--- config.mk ---
export PLATFORM = sky130hd
export DESIGN_NAME = osp_bank
export DESIGN_NICKNAME = d
export VERILOG_FILES = /design/src/osp_pkg.sv /design/src/osp_bank.sv
export SDC_FILE = /design/constraint.sdc
export NUM_CORES = 2
export LEC_CHECK = 0
export ABC_AREA = 1
export BUFFER_PORTS_ARGS = -buffer_cell sky130_fd_sc_hd__clkbuf_2
export CAP_MARGIN = 15
export CORE_MARGIN = 3
export CORE_UTILIZATION = 64
export DETAILED_ROUTE_END_ITERATION = 16
export PLACE_DENSITY = 0.86
export SYNTH_ARGS = -nofsm -noshare
export SYNTH_HDL_FRONTEND = slang
export SYNTH_SLANG_ARGS = --single-unit
--- constraint.sdc ---
create_clock -name clk_i -period 37.1 [get_ports clk_i]
set_clock_uncertainty 0.05 [all_clocks]
set_input_delay 5.565 -clock clk_i [delete_from_list [all_inputs] [get_ports clk_i]]
set_output_delay 5.565 -clock clk_i [all_outputs]
set_load 0.005 [all_outputs]
--- src/osp_pkg.sv ---
// constants for the output synchronisation parameter bank
package osp_pkg;
    // register indices on the plain register port
    localparam logic [5:0] OSP_IDX_PARAM_COUNT = 6'h00;
    localparam logic [5:0] OSP_IDX_MODE = 6'h01;
    localparam logic [5:0] OSP_IDX_CYCLE = 6'h02;
    localparam logic [5:0] OSP_IDX_SHIFT = 6'h03;
    localparam logic [5:0] OSP_IDX_CAPAB = 6'h04;
    localparam logic [5:0] OSP_IDX_MIN_CYCLE = 6'h05;
    localparam logic [5:0] OSP_IDX_CALC_COPY = 6'h06;
    localparam logic [5:0] OSP_IDX_COMMAND = 6'h08;
    localparam logic [5:0] OSP_IDX_DELAY = 6'h09;
    localparam logic [5:0] OSP_IDX_MISSED = 6'h0b;
    localparam logic [5:0] OSP_IDX_EXCEEDED = 6'h0c;
    localparam logic [5:0] OSP_IDX_SHORT = 6'h0d;
    localparam logic [5:0] OSP_IDX_SYNC_ERR = 6'h20;
    localparam logic [5:0] OSP_IDX_IN_ASSIGN_CNT = 6'h21;
    localparam logic [5:0] OSP_IDX_IN_ASSIGN_ENTRY = 6'h22;
    localparam logic [5:0] OSP_IDX_IN_SHIFT = 6'h23;
    localparam logic [5:0] OSP_IDX_IN_CALC_COPY = 6'h24;
    localparam logic [5:0] OSP_IDX_IN_DELAY = 6'h25;
    localparam logic [5:0] OSP_IDX_IRQ_STATUS = 6'h30;
    localparam logic [5:0] OSP_IDX_IRQ_MASK = 6'h31;

    // reset values
    localparam logic [7:0] OSP_PARAM_COUNT = 8'h20;
    localparam logic [15:0] OSP_CAPAB_BASE = 16'h8007;
    localparam logic [15:0] OSP_CAPAB_SYNC1_SHIFT = 16'h0010;
    localparam logic [15:0] OSP_CAPAB_DYN_TIMES = 16'h4000;
    localparam logic [7:0] OSP_IN_ASSIGN_CNT_RST = 8'h01;
    localparam logic [15:0] OSP_IN_ASSIGN_ENTRY_RST = 16'h1a01;

    // sync mode codes
    localparam logic [15:0] OSP_MODE_FREE_RUN = 16'h0000;
    localparam logic [15:0] OSP_MODE_SM_EVENT = 16'h0001;
    localparam logic [15:0] OSP_MODE_DC_SYNC0 = 16'h0002;
    localparam logic [15:0] OSP_MODE_DC_SYNC1 = 16'h0003;

    // command codes
    localparam logic [15:0] OSP_CMD_STOP = 16'h0000;
    localparam logic [15:0] OSP_CMD_START = 16'h0001;

    // interrupt status bit positions
    localparam int OSP_IRQ_MISSED = 0;
    localparam int OSP_IRQ_EXCEEDED = 1;
    localparam int OSP_IRQ_SHORT = 2;
    localparam int OSP_IRQ_SYNC_ERR = 3;
    localparam int OSP_IRQ_DRIVEN = 4;
    localparam int OSP_IRQ_W = 5;

    // clock period, used to turn cycle counts into nanoseconds
    localparam int OSP_CLK_PERIOD_NS = 5;
    localparam logic [34:0] OSP_CLK_NS_W = 35'(OSP_CLK_PERIOD_NS);
endpackage

--- src/osp_bank.sv ---
// output synchronisation parameter bank with timing, measurement and error counters
//
// Function
// - 16-bit mode selector: 0 free run, 1 SM2 event, 2 SYNC0, 3 SYNC1.
// - cycle time in ns: local timer period, master cycle, or SYNC period.
// - in DC mode outputs are driven a shift time after SYNC0.
// - capability word: bit0 free run, bit1 SM2, bits3:2=01 DC; default 0x8007.
// - capability bits5:4=01 for SYNC1 shift, bit14 for dynamic time measurement.
// - minimum sustainable cycle time reported read-only in ns.
// - minimum SYNC0 to SYNC1 spacing reported read-only in ns.
// - command 1 starts local cycle time measurement, 0 stops it.
// - while measuring, shift, min cycle, calc-copy, delay of both sets take maxima.
// - a fresh measurement start clears previously recorded maxima.
// - delay from SYNC1 to outputs driven reported read-only, DC mode only.
// - 16-bit counter of missed SM events in operational state, DC mode.
// - 16-bit cycle exceeded counter: late finish or early next cycle, operational.
// - 16-bit counter of too-short SYNC0 to SYNC1 intervals, DC mode only.
// - sync error flag set when outputs driven too late, DC mode; reset or a drive in DC mode clears it.
// - input assignment holds one entry, default 0x1a01.
// - parameter group reports highest sub-entry number 0x20, read-only.
`timescale 1ns/1ps
module osp_bank #(
    parameter bit SYNC1_SHIFT_EN = 1'b0,
    parameter bit DYN_TIMES_EN = 1'b0
) (
    // clock and reset
    input wire logic clk_i,
    input wire logic reset_i,
    // register port
    input wire logic [5:0] addr_i,
    input wire logic [31:0] wr_data_i,
    input wire logic wr_en_i,
    input wire logic rd_en_i,
    output logic [31:0] rd_data_o,
    // sync events and state from the device
    input wire logic sm_event_i,
    input wire logic sync0_i,
    input wire logic sync1_i,
    input wire logic op_state_i,
    input wire logic cycle_done_i,
    input wire logic input_latch_i,
    input wire logic input_ready_i,
    // outputs
    output logic drive_outputs_o,
    output logic irq_o
);
    import osp_pkg::*;

    typedef struct packed {
        logic [15:0] mode;
        logic [31:0] cycle;
        logic [31:0] shift;
        logic [31:0] min_cycle;
        logic [31:0] calc_copy;
        logic [15:0] command;
        logic [31:0] delay;
        logic [15:0] missed;
        logic [15:0] exceeded;
        logic [15:0] short_cnt;
        logic sync_err;
        logic [7:0] in_cnt;
        logic [15:0] in_entry;
        logic [31:0] in_shift;
        logic [31:0] in_calc;
        logic [31:0] in_delay;
        logic [OSP_IRQ_W-1:0] irq_stat;
        logic [OSP_IRQ_W-1:0] irq_mask;
        logic irq;
        logic [31:0] rd_data;
        logic drive;
        logic [31:0] fr_cnt;
        logic [31:0] s0_cnt;
        logic [31:0] s1_cnt;
        logic [31:0] trig_cnt;
        logic [31:0] latch_cnt;
        logic pend;
        logic busy;
        logic sm_seen;
    } osp_state_t;

    osp_state_t state_reg;
    osp_state_t state_next;

    // cycle count to ns; saturates so long gaps never wrap into short ones
    function automatic logic [31:0] osp_to_ns(input logic [31:0] cyc);
        logic [34:0] p;
        p = {3'h0, cyc} * OSP_CLK_NS_W;
        return (p[34:32] != 3'h0) ? 32'hffffffff : p[31:0];
    endfunction

    function automatic logic [31:0] osp_inc32(input logic [31:0] v);
        return (v == 32'hffffffff) ? v : v + 32'h1;
    endfunction

    function automatic logic [15:0] osp_sat16(input logic [15:0] v);
        return (v == 16'hffff) ? v : v + 16'h1;
    endfunction

    function automatic logic [31:0] osp_max(input logic [31:0] a, input logic [31:0] b);
        return (a > b) ? a : b;
    endfunction

    logic [15:0] capab;
    logic is_dc;
    logic measuring;
    logic trigger;
    logic fr_tick;
    logic shift_ok;
    logic start_meas;
    logic [OSP_IRQ_W-1:0] ev;

    // capability word is built from the feature parameters
    assign capab = OSP_CAPAB_BASE
        | (SYNC1_SHIFT_EN ? OSP_CAPAB_SYNC1_SHIFT : 16'h0000)
        | (DYN_TIMES_EN ? OSP_CAPAB_DYN_TIMES : 16'h0000);

    // mode decode and cycle trigger selection
    always_comb
    begin
        is_dc = (state_reg.mode == OSP_MODE_DC_SYNC0) || (state_reg.mode == OSP_MODE_DC_SYNC1);
        measuring = (state_reg.command == OSP_CMD_START);
        // zero cycle time keeps the free-run timer idle rather than firing every clock
        fr_tick = (state_reg.cycle != 32'h0)
            && (osp_to_ns(osp_inc32(state_reg.fr_cnt)) >= state_reg.cycle);
        case (state_reg.mode)
            OSP_MODE_FREE_RUN: trigger = fr_tick;
            OSP_MODE_SM_EVENT: trigger = sm_event_i;
            OSP_MODE_DC_SYNC0: trigger = sync0_i;
            OSP_MODE_DC_SYNC1: trigger = sync1_i;
            default: trigger = 1'b0;
        endcase
        // shift only delays the outputs in DC mode
        shift_ok = !is_dc || (osp_to_ns(state_reg.s0_cnt) >= state_reg.shift);
        start_meas = wr_en_i && (addr_i == OSP_IDX_COMMAND)
            && (wr_data_i[15:0] == OSP_CMD_START) && !measuring;
    end

    // next state
    always_comb
    begin
        state_next = state_reg;
        ev = '0;
        state_next.drive = 1'b0;

        // elapsed-time counters
        state_next.fr_cnt = fr_tick ? 32'h0 : osp_inc32(state_reg.fr_cnt);
        state_next.s0_cnt = sync0_i ? 32'h0 : osp_inc32(state_reg.s0_cnt);
        state_next.s1_cnt = sync1_i ? 32'h0 : osp_inc32(state_reg.s1_cnt);
        state_next.trig_cnt = trigger ? 32'h0 : osp_inc32(state_reg.trig_cnt);
        state_next.latch_cnt = input_latch_i ? 32'h0 : osp_inc32(state_reg.latch_cnt);

        // missed SM event: a SYNC0 arrives with no SM event since the last one
        if (sm_event_i)
        begin
            state_next.sm_seen = 1'b1;
        end
        if (sync0_i)
        begin
            state_next.sm_seen = sm_event_i;
            if (is_dc && op_state_i && !state_reg.sm_seen)
            begin
                state_next.missed = osp_sat16(state_reg.missed);
                ev[OSP_IRQ_MISSED] = 1'b1;
            end
        end

        // drive outputs once processing is done and the shift has elapsed
        if (state_reg.pend && !state_reg.busy && shift_ok)
        begin
            state_next.pend = 1'b0;
            state_next.drive = 1'b1;
            ev[OSP_IRQ_DRIVEN] = 1'b1;
            if (is_dc)
            begin
                state_next.sync_err = 1'b0;
                if (measuring)
                begin
                    state_next.delay = osp_max(state_reg.delay,
                        osp_to_ns(state_reg.s1_cnt));
                end
            end
        end
        if (cycle_done_i)
        begin
            state_next.busy = 1'b0;
            if (measuring)
            begin
                state_next.min_cycle = osp_max(state_reg.min_cycle,
                    osp_to_ns(state_reg.trig_cnt));
                state_next.shift = osp_max(state_reg.shift,
                    osp_to_ns(state_reg.trig_cnt));
            end
        end

        // a new cycle while the previous is unfinished or undriven
        if (trigger)
        begin
            state_next.pend = 1'b1;
            state_next.busy = 1'b1;
            if (state_reg.pend || state_reg.busy)
            begin
                if (op_state_i)
                begin
                    state_next.exceeded = osp_sat16(state_reg.exceeded);
                    ev[OSP_IRQ_EXCEEDED] = 1'b1;
                end
                if (is_dc && state_reg.pend)
                begin
                    state_next.sync_err = 1'b1;
                    ev[OSP_IRQ_SYNC_ERR] = 1'b1;
                end
            end
        end

        // SYNC0 to SYNC1 spacing check against the reported minimum
        if (sync1_i && is_dc)
        begin
            if (osp_to_ns(state_reg.s0_cnt) < state_reg.calc_copy)
            begin
                state_next.short_cnt = osp_sat16(state_reg.short_cnt);
                ev[OSP_IRQ_SHORT] = 1'b1;
            end
            if (measuring)
            begin
                state_next.calc_copy = osp_max(state_reg.calc_copy,
                    osp_to_ns(state_reg.s0_cnt));
            end
        end

        // input-side measured times
        if (measuring && input_latch_i)
        begin
            state_next.in_shift = osp_max(state_reg.in_shift, osp_to_ns(state_reg.s0_cnt));
            state_next.in_delay = osp_max(state_reg.in_delay,
                osp_to_ns(state_reg.s1_cnt));
        end
        if (measuring && input_ready_i)
        begin
            state_next.in_calc = osp_max(state_reg.in_calc,
                osp_to_ns(state_reg.latch_cnt));
        end

        // register writes
        if (wr_en_i)
        begin
            case (addr_i)
                OSP_IDX_MODE: state_next.mode = wr_data_i[15:0];
                OSP_IDX_CYCLE: state_next.cycle = wr_data_i;
                OSP_IDX_SHIFT: state_next.shift = wr_data_i;
                OSP_IDX_COMMAND: state_next.command = wr_data_i[15:0];
                OSP_IDX_IN_ASSIGN_CNT: state_next.in_cnt = wr_data_i[7:0];
                OSP_IDX_IN_ASSIGN_ENTRY: state_next.in_entry = wr_data_i[15:0];
                OSP_IDX_IRQ_MASK: state_next.irq_mask = wr_data_i[OSP_IRQ_W-1:0];
                default: ;
            endcase
        end

        // a fresh start discards old maxima; overrides any update this cycle
        if (start_meas)
        begin
            state_next.shift = 32'h0;
            state_next.min_cycle = 32'h0;
            state_next.calc_copy = 32'h0;
            state_next.delay = 32'h0;
            state_next.in_shift = 32'h0;
            state_next.in_calc = 32'h0;
            state_next.in_delay = 32'h0;
        end

        // sticky status: write one clears, a new event in the same cycle wins
        state_next.irq_stat = state_reg.irq_stat;
        if (wr_en_i && (addr_i == OSP_IDX_IRQ_STATUS))
        begin
            state_next.irq_stat = state_reg.irq_stat & ~wr_data_i[OSP_IRQ_W-1:0];
        end
        state_next.irq_stat = state_next.irq_stat | ev;
        state_next.irq = |(state_next.irq_stat & state_next.irq_mask);

        // read data stands only in the cycle after the strobe
        state_next.rd_data = 32'h0;
        if (rd_en_i)
        begin
            case (addr_i)
                OSP_IDX_PARAM_COUNT: state_next.rd_data = {24'h0, OSP_PARAM_COUNT};
                OSP_IDX_MODE: state_next.rd_data = {16'h0, state_reg.mode};
                OSP_IDX_CYCLE: state_next.rd_data = state_reg.cycle;
                OSP_IDX_SHIFT: state_next.rd_data = state_reg.shift;
                OSP_IDX_CAPAB: state_next.rd_data = {16'h0, capab};
                OSP_IDX_MIN_CYCLE: state_next.rd_data = state_reg.min_cycle;
                OSP_IDX_CALC_COPY: state_next.rd_data = state_reg.calc_copy;
                OSP_IDX_COMMAND: state_next.rd_data = {16'h0, state_reg.command};
                OSP_IDX_DELAY: state_next.rd_data = state_reg.delay;
                OSP_IDX_MISSED: state_next.rd_data = {16'h0, state_reg.missed};
                OSP_IDX_EXCEEDED: state_next.rd_data = {16'h0, state_reg.exceeded};
                OSP_IDX_SHORT: state_next.rd_data = {16'h0, state_reg.short_cnt};
                OSP_IDX_SYNC_ERR: state_next.rd_data = {31'h0, state_reg.sync_err};
                OSP_IDX_IN_ASSIGN_CNT: state_next.rd_data = {24'h0, state_reg.in_cnt};
                OSP_IDX_IN_ASSIGN_ENTRY: state_next.rd_data = {16'h0, state_reg.in_entry};
                OSP_IDX_IN_SHIFT: state_next.rd_data = state_reg.in_shift;
                OSP_IDX_IN_CALC_COPY: state_next.rd_data = state_reg.in_calc;
                OSP_IDX_IN_DELAY: state_next.rd_data = state_reg.in_delay;
                OSP_IDX_IRQ_STATUS: state_next.rd_data = {27'h0, state_reg.irq_stat};
                OSP_IDX_IRQ_MASK: state_next.rd_data = {27'h0, state_reg.irq_mask};
                default: state_next.rd_data = 32'h0;
            endcase
        end
    end

    // state register
    always_ff @(posedge clk_i or posedge reset_i)
    begin
        if (reset_i)
        begin
            state_reg <= '0;
            state_reg.in_cnt <= OSP_IN_ASSIGN_CNT_RST;
            state_reg.in_entry <= OSP_IN_ASSIGN_ENTRY_RST;
        end
        else
        begin
            state_reg <= state_next;
        end
    end

    assign rd_data_o = state_reg.rd_data;
    assign drive_outputs_o = state_reg.drive;
    assign irq_o = state_reg.irq;
endmodule

==> results.sh <==
export IMPL_status="finished, final reports clean"
export IMPL_max_stage_delay_ns=0.84
export IMPL_place_area_mm2=0.0486
export IMPL_synth_edff_count=0
export IMPL_cp_common_cell="nand2_1"
export IMPL_slew_violations=0
export IMPL_maxCapViolations=0
export IMPL_grt_pass1_vias=45700
export IMPL_pre_cts_slack_ns=27.83
export IMPL_ios=83
export IMPL_avgSynthCellArea_um2=7.12
export IMPL_syn_nets=7317
export IMPL_htreeDepth=3
export IMPL_initial_core_util=0.649
export IMPL_areaGrowthSynthToFinish_pct=6.89
export IMPL_clk_path_buf_depth=3
export IMPL_drtIter0Drc=6407
export IMPL_wl_mm=167
export IMPL_cts_hold_fix_buffers=0
export IMPL_dieWidth_um=279
export IMPL_design_area_mm2=0.0509
export IMPL_min_path_type="register to register"
export IMPL_setup_violations=0
export IMPL_ys_warn_count=0
export IMPL_cts_setup_buffers=0
export IMPL_port_buffers=82
export IMPL_drtPass1Iterations=9
export IMPL_ys_ff_latch=568
export IMPL_cts_root_buf="clkbuf_16"
export IMPL_dpl_hpwl_mm=129
export IMPL_drive_gt1_frac=0.0424
export IMPL_vias_per_cell=6.37
export IMPL_die_area_mm2=0.0777
export IMPL_tritoncts="yes"
export IMPL_timing_final_ws_setup_ns=27.66
export IMPL_grt_pass1_wl_mm=257
export IMPL_core_area_mm2=0.0733
export IMPL_routedWlPerCell_um=21.7
export IMPL_ys_types=64
export IMPL_cts_resized=0
export IMPL_nNetsFinal=7296
export IMPL_grt_overflow_total=0
export IMPL_fmax_mhz=106
export IMPL_critPathArrivalTime_ns=9.89
export IMPL_cp_end_kind="register"
export IMPL_numCtsBuffers=68
export IMPL_seq_area_frac_synth=0.299
export IMPL_multi_input_comb_area_mm2=0.0295
export IMPL_cts_num_sinks=568
export IMPL_drc=0
export IMPL_cp_max_fo=31
export IMPL_min_period_over_period=0.254
export IMPL_max_slew_margin_rel=0.192
export IMPL_rows=99
export IMPL_fin_crit_ns=9.44
export IMPL_critPathRequiredTime_ns=37.55
export IMPL_gp_congestion=1.08
export IMPL_syn_inst=6686
export IMPL_grt_total_usage=0.421
export IMPL_syn_area_mm2=0.0476
export IMPL_dominantRegCellSynth="dfrtp_1"
export IMPL_async_flop_share=1.00
export IMPL_rsz0062_at_grt="false"
export IMPL_grt_max_degree=180
export IMPL_critPathKind="register to register"
export IMPL_worst_pin_slew_ns=1.21
export IMPL_finalHoldViolations=0
export IMPL_antenna_found_initial=10
export IMPL_clkLatencyLatePin_ns=0.64
export IMPL_peakVddDrop_uv=40.6
export IMPL_finalSetupTns_ns=0
export IMPL_p_leak_nw=26.7
export IMPL_vias=48900
export IMPL_nFillCells=6373
export IMPL_ff_latch_area_mm2=0.0142
export IMPL_postRouteAntennaNets=0
export IMPL_cp_start_kind="register"
export IMPL_clk_pin_slew_ns=0.06
export IMPL_critPathSlowestCell="nor2_2"
export IMPL_power_density_mw_per_mm2=34.6
export IMPL_largest_register_ffs=534
export IMPL_die_height_um=279
power by group:
part           total [W]  switching, W  internal [W]
combinational   0.000367      0.000244      0.000123
sequential      0.000693     0.0000382      0.000654
clock           0.000701      0.000287      0.000414
total            0.00176      0.000569       0.00119
final cells by class:
cell class,instances,area share
multi-input cells,5128,0.580
flip-flops and latches,568,0.279
inverters,780,0.0577
clock buffers,95,0.0386
well taps,959,0.0236
repair buffers,119,0.0139
clock inverters,26,0.00646
diodes,2,0.0000983
metrics by stage:
step | total power, W | hold slack [ns] | utilization | instances
floorplan | 0.000938 | 0.392 | - | 6686
global placement | 0.00104 | 0.409 | 0.663 | 7553
detailed placement | 0.00105 | 0.420 | 0.663 | 7553
CTS | 0.00175 | 0.437 | 0.694 | 7674
global route | 0.00183 | 0.450 | 0.694 | 7676
finish | 0.00176 | 0.439 | 0.694 | 7677
cell usage in the layout (no fill, tap or decap), types with 28 or more instances in the layout:
cell	synthesis	routed
a21oi_1	464	462
a221oi_1	45	45
a31oi_1	35	35
buf_4	38	35
clkbuf_16	0	70
clkbuf_2	0	82
dfrtp_1	563	563
ha_1	577	577
inv_1	774	772
nand2_1	1680	1679
nand3_1	402	402
nand3b_1	28	28
nand4_1	238	238
nor2_1	593	589
nor3_1	134	134
nor4_1	59	59
o21ai_0	367	367
o22ai_1	28	28
xnor2_1	72	72
xor2_1	149	149
cell families (layout without fill, tap and decap cells):
family	count (synthesis)	count (layout)	synth area share
AND/OR/NAND/NOR	3186	3186	0.287
AO/OA/AOI/OAI	1138	1138	0.137
buffers and inverters	990	1020	0.0823
adder cells (fa/ha/maj)	582	582	0.154
flip-flops	568	568	0.299
XOR/XNOR	222	222	0.0410
other	0	2	0
synth_stat cells, types with 6 or more instances:
library cell     n  area, um2
a21o_1          19        143
o21ai_0        367       1840
ha_1           577       7220
o21ai_1          6       30.0
nand3b_1        28        210
xnor2_1         72        631
buf_1            9       33.8
o22ai_1         28        175
a211oi_1        17        128
buf_4           38        285
o21a_1          22        165
a32o_1          15        150
inv_1          774       2910
nand4_1        238       1490
nor4_1          59        369
o211ai_1        19        143
nand2_1       1680       6310
buf_2           49        245
and3_1          11       68.8
a21boi_0        11       82.6
a221oi_1        45        394
a21oi_1        464       2320
clkbuf_1       114        428
nand3_1        402       2010
a41oi_1          9       78.8
nor3_1         134        671
a22o_1           6       52.6
dfrtp_1        563      14100
or2_2           13       81.3
nor3b_1          6       45.0
a31oi_1         35        219
nor2_1         593       2230
o2111ai_1        6       52.6
o21bai_1        27        203
xor2_1         149       1310
o221ai_1         6       52.6
a22oi_1         14        105
layer usage:
| layer | wire length (um) | up-vias | GRT usage |
|---|---|---|---|
| met5 | 205 | - | 0 |
| met4 | 13700 | 12 | 0.279 |
| met3 | 18800 | 688 | 0.101 |
| met2 | 69700 | 3002 | 0.630 |
| met1 | 64500 | 22700 | 0.545 |
| li1 | - | 22500 | - |
critical path: cells and delay by family, from the launching register on:
kind                     cells  cell delay [ns]
AO/OA/AOI/OAI                4             1.34
flip-flops                   1             0.39
buffers and inverters        4             0.32
adder cells (fa/ha/maj)      5             1.47
AND/OR/NAND/NOR             23             5.74
worst paths after layout:
check / start / to / slack, ns / cells after the start
hold / removal: state_reg[376] / state_reg[376] / 0.44 / 2
min in group asynchronous: reset_i / state_reg[39] / 5.01 / 2
max in group asynchronous: reset_i / state_reg[88] / 29.62 / 4
hold reg to reg: state_reg[376] / state_reg[376] / 0.44 / 2
setup reg to reg: state_reg[131] / state_reg[355] / 27.66 / 36
setup / recovery: state_reg[131] / state_reg[355] / 27.66 / 36
Power figures use the tool's default switching activity.
